$ cat src/sarc_pkg.sv
// sarc_pkg: shared constants and types for the converter control block
// assumes one 250 MHz clock domain and a 16-bit plain register port
package sarc_pkg;
  localparam int DW = 16;
  localparam int RW = 12;
  localparam int NENT = 16;
  localparam int NCH = 16;
  localparam int NPIN = 12;
  localparam real CLK_MHZ = 250.0;
  // register byte offsets
  localparam logic [7:0] ADDR_CTL_A = 8'h00;
  localparam logic [7:0] ADDR_CTL_B = 8'h02;
  localparam logic [7:0] ADDR_CTL_C = 8'h04;
  localparam logic [7:0] ADDR_PSEL = 8'h06;
  localparam logic [7:0] ADDR_FLAG = 8'h08;
  localparam logic [7:0] ADDR_VEC = 8'h0A;
  localparam logic [7:0] ADDR_STAT = 8'h0C;
  localparam logic [7:0] ADDR_MCTL = 8'h20;
  localparam logic [7:0] ADDR_MEM = 8'h40;
  localparam logic [7:0] BLK_MASK = 8'hE0;
  // control a fields
  localparam int CA_ON = 0;
  localparam int CA_ENC = 1;
  localparam int CA_SC = 2;
  localparam int CA_SHT = 4;
  localparam logic [15:0] CA_OPEN_MASK = 16'h0006;
  // control b fields
  localparam int CB_MODE = 0;
  localparam int CB_TRIG = 2;
  localparam int CB_SRC = 4;
  localparam int CB_DIV = 6;
  localparam int CB_PDIV = 9;
  localparam int CB_PULSE = 10;
  localparam int CB_RES = 11;
  // entry fields
  localparam int ME_CH = 0;
  localparam int ME_REFP = 4;
  localparam int ME_REFN = 5;
  localparam int ME_EOS = 7;
  localparam logic [15:0] REG_RST = 16'h0000;
  localparam logic [RW-1:0] FULL_SCALE = 12'hFFF;
  localparam logic [RW-1:0] MSB_TRIAL = 12'h800;
  localparam logic [6:0] SHT_MULT = 7'h04;
  localparam logic [1:0] PREDIV_LAST = 2'h3;
  // six bits: entry 15 reports as 36
  localparam logic [5:0] VEC_NONE = 6'h00;
  localparam logic [5:0] VEC_OV = 6'h02;
  localparam logic [5:0] VEC_TOV = 6'h04;
  localparam logic [5:0] VEC_MEM0 = 6'h06;
  typedef enum logic [1:0] {M_SINGLE, M_REP_SINGLE, M_SEQ, M_REP_SEQ} sarc_mode_t;
  typedef enum logic [1:0] {ST_IDLE, ST_SAMPLE, ST_CONVERT} sarc_state_t;
endpackage

$ cat src/sarc_ctrl.sv
// sarc_ctrl: control side of a 12-bit successive-approximation converter
// assumes analog levels arrive as 12-bit digitized values, inputs synchronous
//
// How it works
// RULE1: sixteen entry control and result buffer
// RULE2: full scale above upper, zero below lower
// RULE3: channel and references taken per entry
// RULE4: core powered only while power bit set
// RULE5: most configuration locked while enabled
// RULE6: no conversion without conversion enable
// RULE7: divided clock times conversion and sampling
// RULE8: overall clock division from 1 to 32
// RULE9: four selectable conversion clock sources
// RULE10: software keeps chosen clock running
// RULE11: sixteen channels, twelve pins, four internal
// RULE12: multiplexer breaks before it makes
// RULE13: analog pin select disables digital buffers
// RULE14: vector encodes highest of 18 sources
// RULE15: four single and sequence conversion modes
// RULE16: start by software bit or timers
// RULE17: start on trigger rising edge
// RULE18: 8/10/12 bits take 9/11/13 clocks
// RULE19: result right-justified, upper bits zero
// RULE20: predivider then divider, ratios multiply
//
// The register offsets and strobed register access were decided locally.
`timescale 1ns/10ps
module sarc_ctrl (
  input wire logic clk, // 250 MHz clock
  input wire logic rst_b, // async reset, active low
  input wire logic [7:0] addr, // register byte address
  input wire logic [sarc_pkg::DW-1:0] wdata, // write data
  input wire logic wr, // write strobe
  input wire logic rd, // read strobe
  output logic [sarc_pkg::DW-1:0] rdata_reg, // read data, cycle after rd
  input wire logic [3:0] src_tick, // subsystem, main, aux, module osc ticks
  input wire logic [2:0] timer_trig, // timer trigger levels
  input wire logic [sarc_pkg::NCH*sarc_pkg::RW-1:0] ana_in, // channel levels
  input wire logic [sarc_pkg::RW-1:0] ref_pos_int, // internal upper ref
  input wire logic [sarc_pkg::RW-1:0] ref_pos_ext, // external upper ref
  input wire logic [sarc_pkg::RW-1:0] ref_neg_ext, // external lower ref
  output logic core_power_reg, // converter core power
  output logic [3:0] mux_channel_reg, // multiplexer channel
  output logic mux_connect_reg, // multiplexer switch closed
  output logic sampling_reg, // sample phase active
  output logic [sarc_pkg::NPIN-1:0] port_dig_disable_reg, // pin digital buffers off
  output logic busy_reg // conversion in progress
);
  import sarc_pkg::*;
  logic [15:0] ctl_a_reg;
  logic [15:0] ctl_b_reg;
  logic [3:0] start_reg;
  logic [7:0] mctl_reg [NENT];
  logic [RW-1:0] mem_reg [NENT];
  logic [NENT-1:0] flag_reg;
  logic ov_reg;
  logic tov_reg;
  sarc_state_t state_reg;
  logic [3:0] ptr_reg;
  logic done_lock_reg;
  logic trig_prev_reg;
  logic [6:0] samp_cnt_reg;
  logic [3:0] conv_cnt_reg;
  logic [RW-1:0] code_reg;
  logic [RW-1:0] hold_reg;
  logic [RW-1:0] vrp_reg;
  logic [RW-1:0] vrm_reg;
  logic tick;
  logic enc;
  logic trig_lvl;
  logic trig_rise;
  logic start_go;
  logic pulse_mode;
  logic [3:0] nbits;
  logic [6:0] samp_len;
  logic [RW-1:0] cand;
  logic [23:0] prod;
  logic [23:0] lvl;
  logic [RW-1:0] code_next;
  logic [RW-1:0] result;
  logic conv_done;
  logic [3:0] want_ch;
  logic [5:0] vec;
  logic [3:0] ridx;
  logic cfg_open;
  sarc_mode_t mode;

  assign enc = ctl_a_reg[CA_ENC];
  assign cfg_open = !enc;
  assign pulse_mode = ctl_b_reg[CB_PULSE];
  assign mode = sarc_mode_t'(ctl_b_reg[CB_MODE +: 2]);
  assign ridx = addr[4:1];
  // RULE18 bits per resolution, one extra sync clock
  assign nbits = (ctl_b_reg[CB_RES +: 2] == 2'h0) ? 4'h8 :
                 (ctl_b_reg[CB_RES +: 2] == 2'h1) ? 4'hA : 4'hC;
  assign samp_len = SHT_MULT * {3'h0, ctl_a_reg[CA_SHT +: 4]} + SHT_MULT;

  // RULE7 one divided tick drives sampling and conversion
  sarc_clkdiv u_div (
    .clk(clk),
    .rst_b(rst_b),
    .run(state_reg != ST_IDLE),
    .src_tick(src_tick),
    .src_sel(ctl_b_reg[CB_SRC +: 2]),
    .prediv(ctl_b_reg[CB_PDIV]),
    .div(ctl_b_reg[CB_DIV +: 3]),
    .tick_reg(tick)
  );

  ////////////////////////////////////////////////////////////////////////////
  // RULE16 software bit or timer as trigger
  always_comb begin
    unique case (ctl_b_reg[CB_TRIG +: 2])
      2'h0: trig_lvl = ctl_a_reg[CA_SC];
      2'h1: trig_lvl = timer_trig[0];
      2'h2: trig_lvl = timer_trig[1];
      2'h3: trig_lvl = timer_trig[2];
    endcase
  end
  // RULE17 rising edge starts
  assign trig_rise = trig_lvl && !trig_prev_reg;
  // RULE6 enable and power gate every start
  assign start_go = trig_rise && enc && ctl_a_reg[CA_ON] && !done_lock_reg && state_reg == ST_IDLE;

  // RULE3 channel from entry in use
  assign want_ch = mctl_reg[ptr_reg][ME_CH +: 4];
  // RULE2 successive approximation against entry references
  assign cand = code_reg | (MSB_TRIAL >> (conv_cnt_reg - 4'h1));
  assign prod = (vrp_reg > vrm_reg) ? (vrp_reg - vrm_reg) * cand : 24'h0;
  // scale by 4095, not 4096, so the top code lands exactly on the upper reference
  assign lvl = (hold_reg > vrm_reg) ? (hold_reg - vrm_reg) * FULL_SCALE : 24'h0;
  assign code_next = (lvl >= prod) ? cand : code_reg;
  assign conv_done = tick && state_reg == ST_CONVERT && conv_cnt_reg == nbits;
  // RULE19 right-justified code
  always_comb begin
    if (hold_reg >= vrp_reg) begin
      result = FULL_SCALE >> (4'hC - nbits);
    end else if (hold_reg <= vrm_reg) begin
      result = 12'h000;
    end else begin
      result = code_next >> (4'hC - nbits);
    end
  end

  // RULE14 highest pending of 18 sources
  always_comb begin
    vec = VEC_NONE;
    for (int i = NENT - 1; i >= 0; i--) begin
      if (flag_reg[i]) begin
        vec = VEC_MEM0 + 6'(2 * i);
      end
    end
    if (tov_reg) begin
      vec = VEC_TOV;
    end
    if (ov_reg) begin
      vec = VEC_OV;
    end
  end

  ////////////////////////////////////////////////////////////////////////////
  // RULE5 only enable and start bits open while enabled
  always_ff @(posedge clk or negedge rst_b) begin
    if (!rst_b) begin
      ctl_a_reg <= REG_RST;
    end else begin
      if (wr && addr == ADDR_CTL_A) begin
        ctl_a_reg <= cfg_open ? wdata : ((ctl_a_reg & ~CA_OPEN_MASK) | (wdata & CA_OPEN_MASK));
      end else if (start_go && ctl_b_reg[CB_TRIG +: 2] == 2'h0) begin
        ctl_a_reg[CA_SC] <= 1'b0;
      end
    end
  end
  // RULE5 locked configuration
  always_ff @(posedge clk or negedge rst_b) begin
    if (!rst_b) begin
      ctl_b_reg <= REG_RST;
      start_reg <= 4'h0;
    end else if (wr && cfg_open) begin
      if (addr == ADDR_CTL_B) begin
        ctl_b_reg <= wdata;
      end
      if (addr == ADDR_CTL_C) begin
        start_reg <= wdata[3:0];
      end
    end
  end
  // RULE1 sixteen control entries
  always_ff @(posedge clk or negedge rst_b) begin
    if (!rst_b) begin
      for (int i = 0; i < NENT; i++) begin
        mctl_reg[i] <= 8'h00;
      end
    end else if (wr && cfg_open && (addr & BLK_MASK) == ADDR_MCTL) begin
      mctl_reg[ridx] <= wdata[7:0];
    end
  end
  // RULE13 analog select turns digital buffers off
  always_ff @(posedge clk or negedge rst_b) begin
    if (!rst_b) begin
      port_dig_disable_reg <= 12'h000;
    end else if (wr && addr == ADDR_PSEL) begin
      port_dig_disable_reg <= wdata[NPIN-1:0];
    end
  end
  // RULE4 core power follows its bit
  always_ff @(posedge clk or negedge rst_b) begin
    if (!rst_b) begin
      core_power_reg <= 1'b0;
      busy_reg <= 1'b0;
      sampling_reg <= 1'b0;
    end else begin
      core_power_reg <= ctl_a_reg[CA_ON];
      busy_reg <= state_reg != ST_IDLE;
      sampling_reg <= state_reg == ST_SAMPLE;
    end
  end

  ////////////////////////////////////////////////////////////////////////////
  // RULE15 conversion sequencer
  always_ff @(posedge clk or negedge rst_b) begin
    if (!rst_b) begin
      state_reg <= ST_IDLE;
      ptr_reg <= 4'h0;
      done_lock_reg <= 1'b0;
      trig_prev_reg <= 1'b0;
      samp_cnt_reg <= 7'h00;
      conv_cnt_reg <= 4'h0;
      code_reg <= 12'h000;
      vrp_reg <= 12'h000;
      vrm_reg <= 12'h000;
    end else begin
      trig_prev_reg <= trig_lvl;
      if (!enc) begin
        done_lock_reg <= 1'b0;
      end
      unique case (state_reg)
        ST_IDLE: begin
          if (!enc) begin
            ptr_reg <= start_reg;
          end
          if (start_go) begin
            state_reg <= ST_SAMPLE;
            samp_cnt_reg <= 7'h00;
            // RULE3 references from entry in use
            vrp_reg <= mctl_reg[ptr_reg][ME_REFP] ? ref_pos_ext : ref_pos_int;
            vrm_reg <= mctl_reg[ptr_reg][ME_REFN] ? ref_neg_ext : 12'h000;
          end
        end
        ST_SAMPLE: begin
          if (tick) begin
            samp_cnt_reg <= samp_cnt_reg + 7'h01;
          end
          // RULE7 pulse mode counts divided clocks
          if (pulse_mode ? (tick && samp_cnt_reg == samp_len - 7'h01) : (!trig_lvl && tick)) begin
            state_reg <= ST_CONVERT;
            conv_cnt_reg <= 4'h0;
            code_reg <= 12'h000;
          end
        end
        ST_CONVERT: begin
          // RULE10 progress only on conversion clock ticks
          if (tick) begin
            conv_cnt_reg <= conv_cnt_reg + 4'h1;
            if (conv_cnt_reg != 4'h0) begin
              code_reg <= code_next;
            end
          end
          if (conv_done) begin
            state_reg <= ST_IDLE;
            unique case (mode)
              M_SINGLE: begin
                done_lock_reg <= 1'b1;
              end
              M_REP_SINGLE: begin
                ptr_reg <= ptr_reg;
              end
              M_SEQ: begin
                ptr_reg <= mctl_reg[ptr_reg][ME_EOS] ? start_reg : ptr_reg + 4'h1;
                done_lock_reg <= mctl_reg[ptr_reg][ME_EOS];
              end
              M_REP_SEQ: begin
                ptr_reg <= mctl_reg[ptr_reg][ME_EOS] ? start_reg : ptr_reg + 4'h1;
              end
            endcase
          end
        end
        default: begin
          state_reg <= ST_IDLE;
        end
      endcase
    end
  end

  // RULE12 open switch before changing channel
  always_ff @(posedge clk or negedge rst_b) begin
    if (!rst_b) begin
      mux_channel_reg <= 4'h0;
      mux_connect_reg <= 1'b0;
      hold_reg <= 12'h000;
    end else begin
      mux_connect_reg <= state_reg == ST_SAMPLE && mux_channel_reg == want_ch;
      if (!mux_connect_reg) begin
        mux_channel_reg <= want_ch;
      end
      // RULE11 one of sixteen channel levels
      if (mux_connect_reg) begin
        hold_reg <= ana_in[mux_channel_reg * RW +: RW];
      end
    end
  end

  // RULE1 results stored per entry, flags set wins
  always_ff @(posedge clk or negedge rst_b) begin
    if (!rst_b) begin
      for (int i = 0; i < NENT; i++) begin
        mem_reg[i] <= 12'h000;
      end
      flag_reg <= 16'h0000;
      ov_reg <= 1'b0;
      tov_reg <= 1'b0;
    end else begin
      for (int i = 0; i < NENT; i++) begin
        if (conv_done && ptr_reg == 4'(i)) begin
          mem_reg[i] <= result;
          flag_reg[i] <= 1'b1;
        end else if ((wr && addr == ADDR_FLAG && wdata[i]) ||
                     (rd && (addr & BLK_MASK) == ADDR_MEM && ridx == 4'(i))) begin
          flag_reg[i] <= 1'b0;
        end
      end
      if (conv_done && flag_reg[ptr_reg]) begin
        ov_reg <= 1'b1;
      end else if (rd && addr == ADDR_VEC && vec == VEC_OV) begin
        ov_reg <= 1'b0;
      end
      if (trig_rise && state_reg != ST_IDLE) begin
        tov_reg <= 1'b1;
      end else if (rd && addr == ADDR_VEC && vec == VEC_TOV) begin
        tov_reg <= 1'b0;
      end
    end
  end

  ////////////////////////////////////////////////////////////////////////////
  // RULE19 upper result bits read zero
  always_ff @(posedge clk or negedge rst_b) begin
    if (!rst_b) begin
      rdata_reg <= REG_RST;
    end else if (rd) begin
      if ((addr & BLK_MASK) == ADDR_MCTL) begin
        rdata_reg <= {8'h00, mctl_reg[ridx]};
      end else if ((addr & BLK_MASK) == ADDR_MEM) begin
        rdata_reg <= {4'h0, mem_reg[ridx]};
      end else begin
        unique case (addr)
          ADDR_CTL_A: rdata_reg <= ctl_a_reg;
          ADDR_CTL_B: rdata_reg <= ctl_b_reg;
          ADDR_CTL_C: rdata_reg <= {12'h000, start_reg};
          ADDR_PSEL: rdata_reg <= {4'h0, port_dig_disable_reg};
          ADDR_FLAG: rdata_reg <= flag_reg;
          ADDR_VEC: rdata_reg <= {10'h000, vec};
          ADDR_STAT: rdata_reg <= {9'h000, ptr_reg, tov_reg, ov_reg, busy_reg};
          default: rdata_reg <= REG_RST;
        endcase
      end
    end
  end

  ////////////////////////////////////////////////////////////////////////////
  a_no_start_off: assert property (@(posedge clk) disable iff (!rst_b) // RULE6
    (state_reg == ST_IDLE && !enc) |=> state_reg == ST_IDLE) else $error("conversion began while disabled");
  a_core_power: assert property (@(posedge clk) disable iff (!rst_b) // RULE4
    ##1 core_power_reg == $past(ctl_a_reg[CA_ON])) else $error("core power not following its bit");
  a_cfg_lock: assert property (@(posedge clk) disable iff (!rst_b) // RULE5
    (wr && enc && addr == ADDR_CTL_B) |=> $stable(ctl_b_reg)) else $error("locked config changed");
  a_mux_break: assert property (@(posedge clk) disable iff (!rst_b) // RULE12
    !$stable(mux_channel_reg) |-> !$past(mux_connect_reg) && !mux_connect_reg) else $error("switch made before break");
  a_pin_digital: assert property (@(posedge clk) disable iff (!rst_b) // RULE13
    (wr && addr == ADDR_PSEL) |=> port_dig_disable_reg == $past(wdata[NPIN-1:0])) else $error("pin select not applied");
  a_full_scale: assert property (@(posedge clk) disable iff (!rst_b) // RULE2
    (conv_done && nbits == 4'hC && hold_reg >= vrp_reg) |=> mem_reg[$past(ptr_reg)] == FULL_SCALE)
    else $error("full scale code missing");
  a_zero_code: assert property (@(posedge clk) disable iff (!rst_b) // RULE2
    (conv_done && hold_reg <= vrm_reg && hold_reg < vrp_reg) |=> mem_reg[$past(ptr_reg)] == 12'h000)
    else $error("zero code missing");
  a_result_pad: assert property (@(posedge clk) disable iff (!rst_b) // RULE19
    (rd && (addr & BLK_MASK) == ADDR_MEM) |=> rdata_reg[15:12] == 4'h0) else $error("result upper bits set");
  a_vec_order: assert property (@(posedge clk) disable iff (!rst_b) // RULE14
    (ov_reg || tov_reg) |-> vec == (ov_reg ? VEC_OV : VEC_TOV)) else $error("vector priority wrong");
  a_edge_start: assert property (@(posedge clk) disable iff (!rst_b) // RULE17
    start_go |=> state_reg == ST_SAMPLE ##1 sampling_reg) else $error("edge did not start sampling");
  a_conv_length: assert property (@(posedge clk) disable iff (!rst_b) // RULE18
    (state_reg == ST_CONVERT && tick && conv_cnt_reg == 4'h0) |-> nbits <= 4'hC) else $error("bad bit count");
  c_single: cover property (@(posedge clk) conv_done && mode == M_SINGLE);
  c_seq_wrap: cover property (@(posedge clk) conv_done && mode == M_REP_SEQ && mctl_reg[ptr_reg][ME_EOS]);
  c_overflow: cover property (@(posedge clk) conv_done && flag_reg[ptr_reg]);
  c_pulse: cover property (@(posedge clk) pulse_mode && state_reg == ST_SAMPLE ##1 state_reg == ST_CONVERT);
endmodule // sarc_ctrl

$ cat src/sarc_clkdiv.sv
// sarc_clkdiv: conversion clock as a one-cycle tick from a selected source
// assumes source ticks are single-cycle pulses synchronous to clk
`timescale 1ns/10ps
module sarc_clkdiv (
  input wire logic clk, // system clock
  input wire logic rst_b, // async reset, active low
  input wire logic run, // counters held clear when low
  input wire logic [3:0] src_tick, // source clock ticks
  input wire logic [1:0] src_sel, // clock_source_select
  input wire logic prediv, // clock_predivide, /4 when set
  input wire logic [2:0] div, // clock_divider_field, ratio div+1
  output logic tick_reg // conversion_clock tick
);
  import sarc_pkg::*;
  logic [1:0] pre_cnt_reg;
  logic [2:0] div_cnt_reg;
  logic src_pulse;
  logic pre_pulse;
  // RULE9 source choice
  assign src_pulse = src_tick[src_sel];
  // RULE20 predivider first, then divider
  assign pre_pulse = src_pulse && (!prediv || pre_cnt_reg == PREDIV_LAST);
  always_ff @(posedge clk or negedge rst_b) begin
    if (!rst_b) begin
      pre_cnt_reg <= 2'h0;
    end else if (!run || !prediv) begin
      pre_cnt_reg <= 2'h0;
    end else if (src_pulse) begin
      pre_cnt_reg <= pre_cnt_reg + 2'h1;
    end
  end
  // RULE8 ratio 1 to 32
  always_ff @(posedge clk or negedge rst_b) begin
    if (!rst_b) begin
      div_cnt_reg <= 3'h0;
      tick_reg <= 1'b0;
    end else begin
      tick_reg <= run && pre_pulse && div_cnt_reg == div;
      if (!run || (pre_pulse && div_cnt_reg == div)) begin
        div_cnt_reg <= 3'h0;
      end else if (pre_pulse) begin
        div_cnt_reg <= div_cnt_reg + 3'h1;
      end
    end
  end
  a_div_ratio: assert property (@(posedge clk) disable iff (!rst_b)
    (run && !prediv && div == 3'h0 && src_pulse) |=> tick_reg) // RULE8
    else $error("undivided source tick not passed through");
endmodule // sarc_clkdiv

$ cat config.mk
export PLATFORM = sky130hd
export DESIGN_NAME = sarc_ctrl
export DESIGN_NICKNAME = d
export VERILOG_FILES = /design/src/sarc_pkg.sv /design/src/sarc_ctrl.sv /design/src/sarc_clkdiv.sv
export SDC_FILE = /design/constraint.sdc
export NUM_CORES = 2
export LEC_CHECK = 0
export BUFFER_PORTS_ARGS = -buffer_cell sky130_fd_sc_hd__buf_4
export CAP_MARGIN = 10
export CORE_ASPECT_RATIO = 0.75
export CORE_MARGIN = 2
export CORE_UTILIZATION = 29
export CTS_CLUSTER_SIZE = 40
export DETAILED_ROUTE_END_ITERATION = 8
export GPL_TIMING_DRIVEN = 0
export SETUP_SLACK_MARGIN = 0.2
export SLEW_MARGIN = 20
export SYNTH_ARGS = -nofsm -noshare
export SYNTH_HDL_FRONTEND = slang
export SYNTH_SLANG_ARGS = --single-unit
$ cat constraint.sdc
create_clock -name clk -period 8.3 [get_ports clk]
set_input_delay 2.49 -clock clk [delete_from_list [all_inputs] [get_ports clk]]
set_output_delay 2.49 -clock clk [all_outputs]
set_load 0.03 [all_outputs]
# Word-level counts from Yosys, hierarchy flattened
# Index checks and enable logic that the tools add are counted.
[totals]
output_inout_bits = 36
register_bits = 483
[op_classes]
eq_ne = 61
bitwise_logic = 4
mul = 3
muxes = 114
order_cmp = 10
n_addsub = 11
n_reduce_logical = 142
shifts = 4
[op_table]
columns = ["cell", "n"]
rows = [
  ["variable part select 192 x 9 -> 12 bit", 1],
  ["bitwise mux 128 bit", 1],
  ["two-way mux 12 bit", 10],
  ["one-hot mux 16 bit (7 select lines)", 1],
  ["two-way mux 6 bit", 18],
  ["logical AND 1 bit", 75],
  ["binary-select mux 8 bit (select 4 bit)", 2],
  ["equality test 4 bit (second input constant)", 16],
  ["nonzero test 2 bit", 25],
  ["binary-select mux 12 bit (select 4 bit)", 1],
  ["two-way mux 16 bit", 3],
  ["two-way mux 24 bit", 2],
  ["two-way mux 1 bit", 44],
  ["two-way mux 8 bit", 5],
  ["demux 8 bit (select 4 bit)", 1],
  ["equality test 4 x 3 -> 1 bit (second input constant)", 8],
  ["subtractor 12 x 12 -> 13 bit", 2],
  ["equality test 8 x 4 -> 1 bit (second input constant)", 3],
  ["greater-or-equal comparator 24 bit", 1],
  ["> comparator 12 bit", 2],
  ["multiplier 13 x 13 -> 24 bit", 1],
  ["multiplier 13 x 13 -> 24 bit (second input constant)", 1],
  ["two-way mux 4 bit", 6],
  ["one-hot mux 12 bit (2 select lines)", 1],
  ["other kinds (55)", 119],
]

# Depth between registers and ports, before layout
[logic_depth]
depth_word = 22
mapped_depth = 41

# Cells and area by module
# A second synthesis with hierarchy kept.
[unflattened]
cells_unflattened = 3489
hier_area_um2 = 36910.4
[modules_own_cells]
columns = ["module", "instances", "area_each_um2", "seq_area_each_um2", "cells_each"]
rows = [
  ["sarc_ctrl", 1, 36532.5, 11936.4, 3450],
  ["sarc_clkdiv", 1, 377.9, 150.1, 39],
]

# Worst setup path before layout
# Ideal clock, no wire load.
[synth_timing]
kind = "reg-to-reg"
from = "register vrm_reg[1]"
to = "register mem_reg[161] (netlist bit)"
arrival_time_ns = 8.989
path_stages_with_launch = 41
setup_slack_ns = -0.818
setup_time_ns = 0.129
path_cell_list = "dfrtp_1 -> inv_1 -> ha_1 -> nor2b_1 -> o21ai_0 -> a21boi_0 -> o21ai_0 -> a21oi_1 -> a221o_1 -> a21oi_1 -> xor2_1 -> nor2_1 -> fa_1 -> inv_1 -> fa_1 -> inv_1 -> fa_1 -> fa_1 -> [5 not listed] -> o21ai_0 -> o31a_1 -> a21oi_1 -> a221o_1 -> a31oi_1 -> xnor2_1 -> nand2_1 -> ha_1 -> a21o_1 -> a211oi_2 -> and3_1 -> o2111ai_1 -> a31o_2 -> a41oi_1 -> nor2_1 -> o311ai_2 -> buf_2 -> o21ai_1"
[synth_via]
elab_chain_cells = 8
word_cells_on_any_way = 14
[synth_rtl]
columns = ["element", "line_no", "source"]
rows = [
  ["from (decl)", "sarc_ctrl.sv:67", "logic [RW-1:0] vrm_reg;"],
  ["from (signal assigned)", "sarc_ctrl.sv:247", "vrm_reg <= mctl_reg[ptr_reg][ME_REFN] ? ref_neg_ext : 12'h000;"],
  ["subtractor 12 x 12 -> 13 bit, on equally long branches", "sarc_ctrl.sv:131, sarc_ctrl.sv:129", ""],
  ["multiplier 13 x 13 -> 24 bit, on equally long branches", "sarc_ctrl.sv:131, sarc_ctrl.sv:129", ""],
  ["two-way mux 24 bit, on equally long branches", "sarc_ctrl.sv:131, sarc_ctrl.sv:129", ""],
  ["greater-or-equal comparator 24 bit", "sarc_ctrl.sv:132", "assign code_next = (lvl >= prod) ? cand : code_reg;"],
  ["two-way mux 12 bit", "sarc_ctrl.sv:132", ""],
  [">> shifter 12 x 4 -> 12 bit", "sarc_ctrl.sv:141", "result = code_next >> (4'hC - nbits);"],
  ["two-way mux 12 bit (*)", "sarc_ctrl.sv:138", "end else if (hold_reg <= vrm_reg) begin"],
  ["two-way mux 12 bit (*)", "sarc_ctrl.sv:136", "if (hold_reg >= vrp_reg) begin"],
  ["to (signal, indexed assignment)", "sarc_ctrl.sv:325", "mem_reg[i] <= result;"],
  ["to (decl)", "sarc_ctrl.sv:54", "logic [RW-1:0] mem_reg [NENT];"],
]
# Mark *: on every way between the ends. The rest lies on a longest branch, timed or not.
# A chain may end at the register's enable or synchronous reset.

# Final worst setup path
[layout_timing]
from = "register vrm_reg[0]"
to = "register mem_reg[180] (netlist bit)"
# Same word-level chain as after synthesis.

==> summary.txt <==
Status
  – Status: finished, violations left
  – Failing checks: setup timing

Floorplan
  – Total die area: roughly 130,000 um^2
  – I/O pin count: approximately 300
  – Die Wd: ~410 um
  – Row count: approximately 110
  – Core ar.: about 120,000 um^2
  – Starting Density: between 20% and 30%
  – Die H: 312 um

Critical path
  – Crit end category: flop
  – CP Class: flop to flop
  – Worst Path Required: 8.82 ns
  – Startpoint class of the critical path: flop
  – Arrival @ worst endpoint: between 9 and 10 ns
  – CP max stage delay: between 0.5 and 0.6 ns
  – CP max FO: 8
  – Slowest CP cell: fa_1

Placement
  – Detail Placement HPWL: a little over 100,000 um
  – Port buffer count: between 200 and 300
  – RePlAce Congestion: just over 1
  – Dpl cells: ~5,400

Synthesis
  – Flops & latches, synth: 483
  – Largest family of logic cells by synthesized area: adder cells
  – YS warnings: 0
  – Gate Count Post-Synth: between 3,000 and 4,000
  – Post-synthesis adder-cell area fraction: 19.1%
  – Ys async rst share: 100%
  – Synth Area in Compound Gates: 9.26%
  – Post-Syn Area: between 30,000 and 40,000 um^2
  – Yosys cell types: 87
  – EDFF count, synth: 0
  – Synthesized Nets: 4,163
  – Post-synthesis mux area share: approximately a fifth
  – Post-synthesis sequential area ratio: about a third
  – Main synth FF type: dfrtp_1
  – Post-synthesis simple-gate area fraction: a little over a tenth
  – Synth Area in XOR/XNOR: around 2.2%
  – Post-synthesis average cell area: around 11 um^2

CTS
  – Deepest clock path buffer count: 3
  – Clk_lat worst skew: between 0.6 and 0.7 ns
  – CTS root buffer: clkbuf_16
  – H-Tree Level Count: 2
  – Clk sinks: 483
  – Hold_buf cts: 0
  – CTS tree: built
  – Clock transition at path regs: roughly 0.070 ns
  – CTS buffer count: 51

Power
  – Comb power frac: 65.2%
  – Pleak: about 21 nW
  – Sequential share of power: roughly a fifth
  – Worst vdd ir: between 1000 and 1500 uV
  – Clk pwr share: between 10% and 20%
  – Overall Power: between 15 and 20 mW
  – Net switching power: 7.13 mW
  – PwrDens: ~340 nW/um^2
  – Cell Int Power: 8.40 mW
  – Switching share of power: about 46%

Route
  – Vias per cell: between 5 and 6
  – DRC Markers: 0
  – Drt first pass iters: 7
  – Vias: between 20,000 and 30,000
  – Post-Route WL: roughly 130,000 um
  – WL per Instance: between 20 and 25 um
  – Post-route ant nets: 0
  – DR iter-0 viols: 2,711

Global routing
  – First-pass GRT wire length: between 150,000 and 200,000 um
  – Vias in the first global route: roughly 29,000
  – Pin count of the biggest net entering global routing: 98
  – GR Util All Layers: approximately a fifth
  – GR Overflow Total: 0
  – Initial antenna violation count: 6

Final layout
  – Ant. Diodes: 0
  – Finished Layout Cells: about 5,600
  – Fraction of layout cells with a size suffix above 1: a little under 30%
  – Fin nets: 4,606
  – Filler instances: around 12,000
  – Synth-to-Final Area Change: 23.0%
  – FF+latch area: about 12,000 um^2
  – Multi-input gate area: 23,200 um^2
  – Max FFs per register: about 190

STA
  – Rel. slew slack: 21.0%
  – Slew Limit Fails: 0
  – Final setup margin: -1.10 ns
  – RSZ-0062 raised after global routing: yes
  – Setup violators final: roughly 200
  – Tightest Pin Transition: 1.18 ns
  – Fin crit period: 9.40 ns
  – Max Clock Skew: 0.0418 ns
  – FMAX: 106 MHz
  – Sum Neg Setup Slack: -194.10 ns
  – Final hold vios: 0
  – Tcrit/Tclk final: 113%

Worst hold path
  – Worst Hold Class: flop to flop

Run
  – # Max-Cap Violations: 0
[cells by family after synthesis]
group	after synthesis
buffers and inverters	622
AO/OA/AOI/OAI	551
flip-flops	483
XOR/XNOR	92
adder cells (fa/ha/maj)	417
AND/OR/NAND/NOR	895
multiplexers	423
[worst max-delay path: cells and delay by family, from the launching register on]
family / cells / cell delay [ns]
adders and majority gates: 9 / 3.47
AOI/OAI and AO/OA: 16 / 3.24
buffers and inverters: 8 / 0.84
xor gates and xnor gates: 2 / 0.69
and+or+nand+nor: 5 / 0.62
DFF: 1 / 0.42
[cell usage after synthesis, types with 4 or more instances]
cell,n,area [um^2]
mux2i_1,28,280
and2_1,19,119
o211ai_1,16,120
a221oi_1,7,61.3
xnor2_1,52,455
o21ai_0,212,1060
buf_1,20,75.1
nor4_1,9,56.3
o21bai_1,5,37.5
o21ai_1,61,305
a221o_1,7,70.1
o21a_1,9,67.6
ha_1,180,2250
a41oi_2,5,81.3
nor2b_1,23,144
clkbuf_1,115,432
or3_1,13,81.3
and3_1,16,100
or4_1,4,30.0
a21oi_1,89,445
o31ai_1,4,30.0
mux2_2,199,2240
nand3_1,61,305
a22oi_1,11,82.6
dfrtp_1,483,12100
a222oi_1,8,80.1
a31oi_1,12,75.1
mux4_2,196,4410
xor2_1,39,342
nor2_1,177,664
buf_4,7,52.6
buf_2,37,185
fa_1,237,4740
inv_1,435,1630
a41oi_1,5,43.8
a21o_1,32,240
nand2_1,446,1670
nand2b_1,30,188
o22ai_1,22,138
nor3_1,36,180
a211oi_1,8,60.1
nand4_1,29,181
or2_2,11,68.8
[worst paths after layout]
path | slack, ns | cells after the start | endpoint | start
worst max register to register | -1.10 | 40 | mem_reg[180] | vrm_reg[0]
worst min-delay path | 0.47 | 2 | mem_reg[152] | mem_reg[152]
worst max-delay path | -1.10 | 40 | mem_reg[180] | vrm_reg[0]
worst min register to register | 0.47 | 2 | mem_reg[152] | mem_reg[152]
max in group asynchronous | 4.91 | 4 | mem_reg[18] | rst_b
min in group asynchronous | 1.73 | 1 | mctl_reg[49] | rst_b
[power groups by stage]
stage | clock (mW) | combinational, mW | sequential, mW
after floorplan | 0 | 6.40 | 2.85
after global placement | 0 | 9.08 | 2.89
after detailed placement | 0 | 9.24 | 2.90
after CTS | 2.55 | 9.44 | 2.86
after global routing | 2.65 | 11.1 | 2.91
final | 2.53 | 10.1 | 2.88
[final cells by class]
class	count	share of cell area, %
clock inverters	22	0.802
flip-flops and latches	483	26.8
well taps	1653	4.59
clock buffers	69	3.23
repair buffers	390	7.23
inverters	437	3.68
plain buffers	185	2.10
multi-input cells	2378	51.5
[what timing repair did]
item	in CTS	in global routing
gates cloned	5	4
buffers inserted	48	34
pin swaps	65	45
setup endpoints to repair	204	204
resized for setup	189	126
[layer usage]
| layer | up-vias | track usage [%] | routed length (um) |
|---|---|---|---|
| li1 | 12900 | - | - |
| met1 | 15200 | 29.8 | 60000 |
| met2 | 1199 | 28.7 | 56100 |
| met3 | 141 | 4.60 | 12300 |
| met4 | 2 | 3.36 | 2260 |
| met5 | - | 0 | 7 |
[cell usage in the layout, fill, tap and decap left out, types with 29 or more instances in the layout]
| master | n |
|---|---|
| dfrtp_1 | 481 |
| nand2_1 | 435 |
| inv_1 | 415 |
| buf_4 | 359 |
| fa_1 | 227 |
| mux2_2 | 199 |
| mux4_2 | 196 |
| nor2_1 | 169 |
| ha_1 | 163 |
| o21ai_0 | 137 |
| clkbuf_1 | 115 |
| o21ai_1 | 110 |
| a21oi_1 | 73 |
| nand3_1 | 58 |
| clkbuf_16 | 56 |
| xnor2_1 | 42 |
| buf_2 | 34 |
| nor3_1 | 30 |
| nand2b_1 | 30 |
| a21o_1 | 30 |
| nand4_1 | 29 |
| xor2_1 | 29 |
[through the flow]
stage               hold slack, ns  utilization (%)  area (um^2)  setup slack [ns]
floorplan                    0.391                -        36800            -0.385
global placement             0.456             32.9        41100             -2.04
detailed placement           0.468             33.0        41300             -2.08
CTS                          0.476             35.4        44200             -1.19
global route                 0.503             36.1        45100             -1.44
finish                       0.474             36.1        45100             -1.10
Power figures use the tool's default switching activity.
